==> src/timer_defs.svh <==
// Offsets, field positions, reset values and encodings of the event capture timer.
`ifndef TIMER_DEFS_SVH
`define TIMER_DEFS_SVH

// ----------------------------------------------------------------
// Register byte offsets
// ----------------------------------------------------------------
`define OFS_CONTROL_A 5'h00
`define OFS_CONTROL_B 5'h04
`define OFS_EVENT_CONTROL 5'h08
`define OFS_STATUS 5'h0C
`define OFS_FLAGS 5'h10
`define OFS_COUNTER 5'h14
`define OFS_COMPARE 5'h18

// ----------------------------------------------------------------
// Field positions
// ----------------------------------------------------------------
`define BIT_ENABLE 0
`define CLOCK_SELECT_LSB 1
`define CLOCK_SELECT_MSB 2
`define MODE_LSB 0
`define MODE_MSB 2
`define BIT_COMPARE_OUTPUT 4
`define BIT_EDGE 4
`define BIT_RUN 0
`define BIT_CAPTURE 0

// ----------------------------------------------------------------
// Values
// ----------------------------------------------------------------
`define COUNT_BOTTOM 16'h0000
`define COUNT_MAX 16'hFFFF
`define COMPARE_RESET 16'h0000
`define CLOCK_SELECT_DIV1 2'h0
`define CLOCK_SELECT_DIV2 2'h1
`define CLOCK_SELECT_COMPANION 2'h2
`define CLOCK_SELECT_EVENT 2'h3

`endif

==> src/timer_pkg.sv <==
// Types shared by the event capture timer files.
package timer_pkg;

   typedef enum logic [2:0] {
      MODE_PERIODIC = 3'h0,
      MODE_TIMEOUT = 3'h1,
      MODE_CAPTURE_EVENT = 3'h2,
      MODE_FREQUENCY = 3'h3,
      MODE_PULSE_WIDTH = 3'h4,
      MODE_FREQ_PULSE = 3'h5,
      MODE_SINGLE_SHOT = 3'h6,
      MODE_PWM8 = 3'h7
   } counter_mode_type;

   // Gray coded along wait -> run -> frozen.
   typedef enum logic [1:0] {
      TO_WAIT = 2'h0,
      TO_RUN = 2'h1,
      TO_FROZEN = 2'h3
   } timeout_state_type;

   typedef struct packed {
      logic read;
      logic write;
      logic [4:0] address;
      logic [3:0] byteenable;
      logic [31:0] writedata;
   } avalon_req_type;

   typedef struct packed {
      logic waitrequest;
      logic [31:0] readdata;
   } avalon_rsp_type;

endpackage

==> src/tick_source.sv <==
// Counting clock enable: prescaled peripheral clock, companion timer tick or event tick.
`timescale 1ns/100ps
`include "timer_defs.svh"
module tick_source (
   // Clock and reset
   input wire logic ref_clk,
   input wire logic rst_b,
   // Selection
   input wire logic run_enable,
   input wire logic [1:0] clock_source_select,
   // Tick sources
   input wire logic companion_timer_clock,
   input wire logic event_tick,
   // Result
   output logic counting_clock
);

   logic half_rate;

   // ----------------------------------------------------------------
   // Divide by two
   // ----------------------------------------------------------------
   // The divider is held cleared while stopped so the first tick after
   // enable always lands at the same phase.
   always_ff @(posedge ref_clk) begin
      if (!rst_b || !run_enable) begin
         half_rate <= 1'b0;
      end else begin
         half_rate <= ~half_rate;
      end
   end

   always_comb begin
      case (clock_source_select)
         `CLOCK_SELECT_DIV1: counting_clock = run_enable;
         `CLOCK_SELECT_DIV2: counting_clock = run_enable & half_rate;
         `CLOCK_SELECT_COMPANION: counting_clock = run_enable & companion_timer_clock;
         default: counting_clock = run_enable & event_tick;
      endcase
   end

endmodule

==> src/event_capture_timer_core.sv <==
// 16-bit event capture timer core with periodic interrupt and time-out check modes.
//
// The Avalon-MM register port and the placing of the registers were decided locally.
`timescale 1ns/100ps
`include "timer_defs.svh"
module event_capture_timer_core (
   // Clock and reset
   input wire logic ref_clk,
   input wire logic rst_b,
   // Register bus
   input wire timer_pkg::avalon_req_type bus_req,
   output timer_pkg::avalon_rsp_type bus_rsp,
   // Clock and event inputs
   input wire logic companion_timer_clock,
   input wire logic event_input,
   input wire logic event_tick,
   // Port pin
   input wire logic port_out_value,
   output logic pin_out,
   // Event output
   output logic capture_event
);
   import timer_pkg::*;

   logic [7:0] control_register_a;
   logic [7:0] control_register_b;
   logic [7:0] event_control_register;
   logic [15:0] counter_value;
   logic [15:0] compare_capture_value;
   logic capture_flag;
   logic waveform_output;
   logic bus_ack;
   logic [31:0] readdata;
   logic event_prev;
   timeout_state_type timeout_state;
   logic enable;
   logic [1:0] clock_source_select;
   counter_mode_type counter_mode_select;
   logic compare_output_enable;
   logic edge_invert;
   logic counting_clock;
   logic counting;
   logic run_status;
   logic rise;
   logic fall;
   logic start_edge;
   logic stop_edge;
   logic match;
   logic fire;
   logic bus_write;
   logic bus_read;

   // ----------------------------------------------------------------
   // Field decode
   // ----------------------------------------------------------------
   // All eight modes decode, but only periodic and time-out raise the flag;
   // the others free-run from BOTTOM to MAX until their logic is added.
   assign enable = control_register_a[`BIT_ENABLE];
   assign clock_source_select = control_register_a[`CLOCK_SELECT_MSB:`CLOCK_SELECT_LSB];
   assign counter_mode_select = counter_mode_type'(control_register_b[`MODE_MSB:`MODE_LSB]);
   assign compare_output_enable = control_register_b[`BIT_COMPARE_OUTPUT];
   assign edge_invert = event_control_register[`BIT_EDGE];

   // ----------------------------------------------------------------
   // Avalon-MM slave, one wait state
   // ----------------------------------------------------------------
   // Every access answers on its second edge; unmapped reads give zero
   // and unmapped writes are dropped.
   always_ff @(posedge ref_clk) begin
      if (!rst_b) begin
         bus_ack <= 1'b0;
      end else begin
         bus_ack <= (bus_req.read | bus_req.write) & ~bus_ack;
      end
   end

   assign bus_rsp.waitrequest = (bus_req.read | bus_req.write) & ~bus_ack;
   assign bus_rsp.readdata = readdata;
   assign bus_write = bus_req.write & bus_ack;
   assign bus_read = bus_req.read & bus_ack;

   always_ff @(posedge ref_clk) begin
      if (!rst_b) begin
         readdata <= 32'h00000000;
      end else if (bus_req.read && !bus_ack) begin
         case (bus_req.address)
            `OFS_CONTROL_A: readdata <= {24'h000000, control_register_a};
            `OFS_CONTROL_B: readdata <= {24'h000000, control_register_b};
            `OFS_EVENT_CONTROL: readdata <= {24'h000000, event_control_register};
            `OFS_STATUS: readdata <= {31'h00000000, run_status};
            `OFS_FLAGS: readdata <= {31'h00000000, capture_flag};
            `OFS_COUNTER: readdata <= {16'h0000, counter_value};
            `OFS_COMPARE: readdata <= {16'h0000, compare_capture_value};
            default: readdata <= 32'h00000000;
         endcase
      end
   end

   // ----------------------------------------------------------------
   // Control registers
   // ----------------------------------------------------------------
   always_ff @(posedge ref_clk) begin
      if (!rst_b) begin
         control_register_a <= 8'h00;
         control_register_b <= 8'h00;
         event_control_register <= 8'h00;
      end else if (bus_write && bus_req.byteenable[0]) begin
         case (bus_req.address)
            `OFS_CONTROL_A: control_register_a <= bus_req.writedata[7:0];
            `OFS_CONTROL_B: control_register_b <= bus_req.writedata[7:0];
            `OFS_EVENT_CONTROL: event_control_register <= bus_req.writedata[7:0];
            default: control_register_a <= control_register_a;
         endcase
      end
   end

   // Status writes are not stored anywhere, so a run bit write in the
   // frozen state leaves the timer untouched.

   always_ff @(posedge ref_clk) begin
      if (!rst_b) begin
         compare_capture_value <= `COMPARE_RESET;
      end else if (bus_write && bus_req.address == `OFS_COMPARE) begin
         if (bus_req.byteenable[0]) begin
            compare_capture_value[7:0] <= bus_req.writedata[7:0];
         end
         if (bus_req.byteenable[1]) begin
            compare_capture_value[15:8] <= bus_req.writedata[15:8];
         end
      end
   end

   // ----------------------------------------------------------------
   // Counting clock
   // ----------------------------------------------------------------
   tick_source u_tick_source (
      .ref_clk(ref_clk),
      .rst_b(rst_b),
      .run_enable(enable),
      .clock_source_select(clock_source_select),
      .companion_timer_clock(companion_timer_clock),
      .event_tick(event_tick),
      .counting_clock(counting_clock)
   );

   // ----------------------------------------------------------------
   // Event edge detection
   // ----------------------------------------------------------------
   // The source keeps each level for more than a cycle, so one sample
   // of history is enough to see every edge.
   always_ff @(posedge ref_clk) begin
      if (!rst_b) begin
         event_prev <= 1'b0;
      end else begin
         event_prev <= event_input;
      end
   end

   assign rise = event_input & ~event_prev;
   assign fall = ~event_input & event_prev;
   assign start_edge = edge_invert ? fall : rise;
   assign stop_edge = edge_invert ? rise : fall;

   // ----------------------------------------------------------------
   // Time-out check sequence
   // ----------------------------------------------------------------
   // Disabling the timer or leaving time-out mode drops the sequence back
   // to waiting, so a freeze left over from an earlier setup never holds
   // the counter once the mode is entered again.
   always_ff @(posedge ref_clk) begin
      if (!rst_b || !enable || counter_mode_select != MODE_TIMEOUT) begin
         timeout_state <= TO_WAIT;
      end else begin
         case (timeout_state)
            TO_WAIT: begin
               if (start_edge) begin
                  timeout_state <= TO_RUN;
               end
            end
            TO_RUN: begin
               if (stop_edge) begin
                  timeout_state <= TO_FROZEN;
               end
            end
            TO_FROZEN: begin
               if (start_edge) begin
                  timeout_state <= TO_RUN;
               end
            end
            default: timeout_state <= TO_WAIT;
         endcase
      end
   end

   assign counting = (counter_mode_select == MODE_TIMEOUT) ? (timeout_state == TO_RUN) : 1'b1;
   assign run_status = enable & counting;
   // The match is only acted on with a tick, so a slow counting clock
   // gives one event per period rather than one per system cycle.
   assign match = counter_value == compare_capture_value;
   assign fire = counting_clock & counting & match &
                 (counter_mode_select == MODE_PERIODIC || counter_mode_select == MODE_TIMEOUT);

   // ----------------------------------------------------------------
   // Base counter
   // ----------------------------------------------------------------
   // A bus write wins over counting; the plain increment carries the
   // count past a compare value left behind it up to MAX and back to BOTTOM.
   always_ff @(posedge ref_clk) begin
      if (!rst_b) begin
         counter_value <= `COUNT_BOTTOM;
      end else if (bus_write && bus_req.address == `OFS_COUNTER) begin
         if (bus_req.byteenable[0]) begin
            counter_value[7:0] <= bus_req.writedata[7:0];
         end
         if (bus_req.byteenable[1]) begin
            counter_value[15:8] <= bus_req.writedata[15:8];
         end
      end else if (enable && counter_mode_select == MODE_TIMEOUT && timeout_state != TO_RUN && start_edge) begin
         counter_value <= `COUNT_BOTTOM;
      end else if (counting_clock && counting) begin
         if (counter_mode_select == MODE_PERIODIC && match) begin
            counter_value <= `COUNT_BOTTOM;
         end else if (counter_value == `COUNT_MAX) begin
            counter_value <= `COUNT_BOTTOM;
         end else begin
            counter_value <= counter_value + 16'h0001;
         end
      end
   end

   // ----------------------------------------------------------------
   // Capture flag and outgoing event
   // ----------------------------------------------------------------
   // A new match in the same cycle as a clear keeps the flag set.
   always_ff @(posedge ref_clk) begin
      if (!rst_b) begin
         capture_flag <= 1'b0;
      end else if (fire) begin
         capture_flag <= 1'b1;
      end else if (bus_read && bus_req.address == `OFS_COMPARE && bus_req.byteenable[0]) begin
         capture_flag <= 1'b0;
      end else if (bus_write && bus_req.address == `OFS_FLAGS && bus_req.byteenable[0] &&
                   bus_req.writedata[`BIT_CAPTURE]) begin
         capture_flag <= 1'b0;
      end
   end

   always_ff @(posedge ref_clk) begin
      if (!rst_b) begin
         capture_event <= 1'b0;
      end else begin
         capture_event <= fire;
      end
   end

   // ----------------------------------------------------------------
   // Waveform output
   // ----------------------------------------------------------------
   // The waveform toggles on each periodic or time-out mode event (fire) so its period is visible on the pin.
   always_ff @(posedge ref_clk) begin
      if (!rst_b) begin
         waveform_output <= 1'b0;
      end else if (fire) begin
         waveform_output <= ~waveform_output;
      end
   end

   always_ff @(posedge ref_clk) begin
      if (!rst_b) begin
         pin_out <= 1'b0;
      end else begin
         pin_out <= compare_output_enable ? waveform_output : port_out_value;
      end
   end

   // ----------------------------------------------------------------
   // Side effects of register access
   // ----------------------------------------------------------------
   // Reads load readdata and at most clear the flag, and status writes are dropped, so in the
   // frozen state neither a counter or compare read nor a run bit write
   // moves the counter or the sequence. Of the reads, only the compare low byte read
   // clears the capture flag, as it does in every mode.

endmodule

==> config.mk <==
export PLATFORM = sky130hd
export DESIGN_NAME = event_capture_timer_core
export DESIGN_NICKNAME = d
export VERILOG_FILES = /design/src/timer_pkg.sv /design/src/tick_source.sv /design/src/event_capture_timer_core.sv
export VERILOG_INCLUDE_DIRS = /design/src
export SDC_FILE = /design/constraint.sdc
export NUM_CORES = 1
export LEC_CHECK = 0
export BUFFER_PORTS_ARGS = -buffer_cell sky130_fd_sc_hd__buf_2
export CORE_AREA = 5 5 92 94
export CTS_CLUSTER_SIZE = 16
export DETAILED_ROUTE_END_ITERATION = 16
export DIE_AREA = 0 0 97 99
export HOLD_SLACK_MARGIN = 0.1
export PLACE_DENSITY = 0.95
export SYNTH_ARGS = -nofsm -noshare
export SYNTH_HDL_FRONTEND = slang
export SYNTH_HIERARCHICAL = 1
export SYNTH_SLANG_ARGS = --single-unit
==> constraint.sdc <==
create_clock -name ref_clk -period 6 [get_ports ref_clk]
set_input_delay 0.3 -clock ref_clk [delete_from_list [all_inputs] [get_ports ref_clk]]
set_output_delay 0.3 -clock ref_clk [all_outputs]
set_load 0.02 [all_outputs]
==> flow_summary.toml <==
[outcome]
status = "complete, no violations"

[clocking]
cts_root_buffer = "clkbuf_8"
clk_latency_ns = 0.37
cts_num_sinks = 81
cts_made_buffers = 9
ctsHoldBuffers = 0
cts.clk_slew.worst_paths_ns = 0.09
post_cts_resized = 0
cts_tree = "yes"
cts_max_path_buffers = 2
cts_setup_buffers = 0
cts_max_level = 3

[global_routing]
grt_pass1_wl_um = 20000
first_global_vias = 4048
grt-ovfl-total = 0
antenna_found_initial = 0
track_usage = 0.255
grt_max_degree = 38

[yosys]
netlist_area_um2 = 4430
synth_top_cells_by_count = "dfxtp_1 (81), nand2_1 (73), nor2_1 (56)"
syn_area_per_cell_um2 = 8.02
synth_top_cell_by_area = "dfxtp_1"
synth_edf_count = 0
syn_inst = 552
yosys_most_used_dff = "dfxtp_1"
synthTopCellsByArea = "dfxtp_1 (37%), nand2_1 (6.2%), mux2i_1 (5.7%)"
ys_seq_area_frac = 0.366
ys_warn_count = 6
yosysUniqueCellTypes = 69
async_flop_share = 0
synth.most_common_cell = "dfxtp_1"
synth_top_area_frac = 0.366
ys_seq_elements = 81

[timing]
finalHoldViolCount = 0
worst_pin_slew_ns = 1.01
period_needed_ns = 2.59
rsz0062_at_grt = "false"
clock_skew_ns = 0.00670
fmax_mhz = 386
relSlewSlack = 0.326
final_max_slew_viol_count = 0
fin_setup_tns_ns = 0
post-route-period-util = 0.432
setup_viol = 0

[setup_path]
cp-start-kind = "flop"
crit_fanout = 20
worstPathArrival_ns = 2.91
crit_type = "reg2reg"
worstPathRequired_ns = 6.32
worstSetupEndpointType = "flop"

[pwr]
pwr-share-clk = 0.410
finalPower_w = 0.00104
switchingPower_w = 0.000281
seqPwrFrac = 0.521
pwr-share-comb = 0.069
intPower_w = 0.000758
irDropWorstVdd_v = 0.000170
swShare = 0.270
p_leak_nw = 1.80
p_per_area_nw_per_um2 = 217

[routing]
via_per_inst = 6.31
routed_wl_um = 12100
avgRoutedWirePerCell_um = 17.8
drt.antenna.violating_nets = 0
dr.pass1.iters = 6
drc_errors = 0
vias = 4297
drt_iter0_drc = 511

[final_layout]
drive_gt1_frac = 0.142
fillers = 640
post-route-util = 0.634
area_growth_pct = 8.31
design_area_um2 = 4790
n_antenna_cell = 0
final_nets = 630

[flow_run]
drv_cap = 0

[place]
port_buffers = 49
gp_congestion = 0.947
dpl.hpwl_um = 8740
placedInstanceArea_um2 = 4590

[floorplan]
pin_count = 84
die_h_um = 99
die_area_um2 = 9600
initial_utilization = 0.585
rows = 32
coreArea_um2 = 7570
fp.dieW_um = 97

[hold_path]
hp-class = "in2reg"
[flip-flops by register name (all words and copies together), names as in the netlist, 2 cells and up]
signal / count
event_control_register: 8
compare_capture_value: 16
control_register_a: 8
control_register_b: 8
readdata: 16
counter_value: 16
timeout_state: 2
[worst max-delay path: stages (launching register included)]
cell and delay [ns]:
dfxtp_1 0.41, inv_1 0.10, ha_1 0.31, o31ai_1 0.07, a41oi_1 0.34, o2bb2ai_2 0.22, o22ai_2 0.27, or4_1 0.54
a21oi_1 0.17, or2_1 0.11
[cell type report]
type / count / area (um2) / area share
Multi-Input combinational cell: 421 / 2530 / 0.529
Clock buffer: 9 / 124 / 0.0258
Sequential cell: 81 / 1620 / 0.338
Inverter: 9 / 33.8 / 0.00705
Tap cell: 102 / 128 / 0.0266
Clock inverter: 7 / 85.1 / 0.0177
Timing Repair Buffer: 52 / 268 / 0.0558
[path summary, 6_finish.rpt]
path                            slack, ns  cells past startpoint                          startpoint                                  to
worst max-delay path                 3.41                      9  control_register_a[2]$_SDFFE_PN0P_       counter_value[4]$_SDFFE_PN0P_
worst min-delay path                 0.18                      3                      port_out_value                  pin_out$_SDFF_PN0_
worst max register to register       3.41                      9  control_register_a[2]$_SDFFE_PN0P_       counter_value[4]$_SDFFE_PN0P_
worst min register to register       0.43                      1  u_tick_source/half_rate$_SDFF_PP0_  u_tick_source/half_rate$_SDFF_PP0_
[metrics by stage]
stage	cells	setup slack (ns)	hold slack, ns
global placement	665	3.23	0.402
global route	681	3.25	0.195
floorplan	567	3.85	0.390
detailed placement	665	3.17	0.424
CTS	681	3.42	0.166
finish	681	3.41	0.176
[power by group through the flow]
stage          combinational (W)  clock [W]  sequential (W)
2_1_floorplan          0.0000512          0        0.000553
3_3_place_gp           0.0000675          0        0.000554
3_5_place_dp           0.0000693          0        0.000554
4_1_cts                0.0000697   0.000428        0.000541
5_1_grt                0.0000767   0.000457        0.000542
6_report               0.0000721   0.000425        0.000541
[layer usage]
| layer | global-route usage | up-vias | routed length (um) |
|---|---|---|---|
| li1 | - | 1982 | - |
| met1 | 0.324 | 1971 | 4600 |
| met2 | 0.419 | 304 | 5800 |
| met3 | 0.0651 | 40 | 1350 |
| met4 | 0.0918 | 0 | 342 |
| met5 | 0 | - | 0 |
[layout by cell type (no fill, tap or decap), drive strengths merged, types with 11 or more instances in the layout]
| cell type | Yosys | final |
|---|---|---|
| a21oi | 43 | 43 |
| buf | 27 | 52 |
| conb | 1 | 16 |
| dfxtp | 81 | 81 |
| inv | 8 | 12 |
| mux2i | 25 | 25 |
| nand2 | 73 | 73 |
| nand3 | 30 | 30 |
| nand4 | 11 | 11 |
| nor2 | 57 | 57 |
| nor3 | 12 | 12 |
| o21ai | 17 | 17 |
| or3 | 11 | 11 |
| xor2 | 12 | 12 |
[cell families (layout without fill, tap and decap cells)]
group                    count (synthesis)  in the layout  synth area share
AO/OA/AOI/OAI                          124            124             0.195
flip-flops                              81             81             0.366
multiplexers                            27             27            0.0616
XOR/XNOR                                17             17            0.0336
AND/OR/NAND/NOR                        230            230             0.249
other                                    1             16          0.000847
buffers and inverters                   65             77            0.0738
adder cells (fa/ha/maj)                  7              7            0.0198
(Power assumes the default switching activity.)
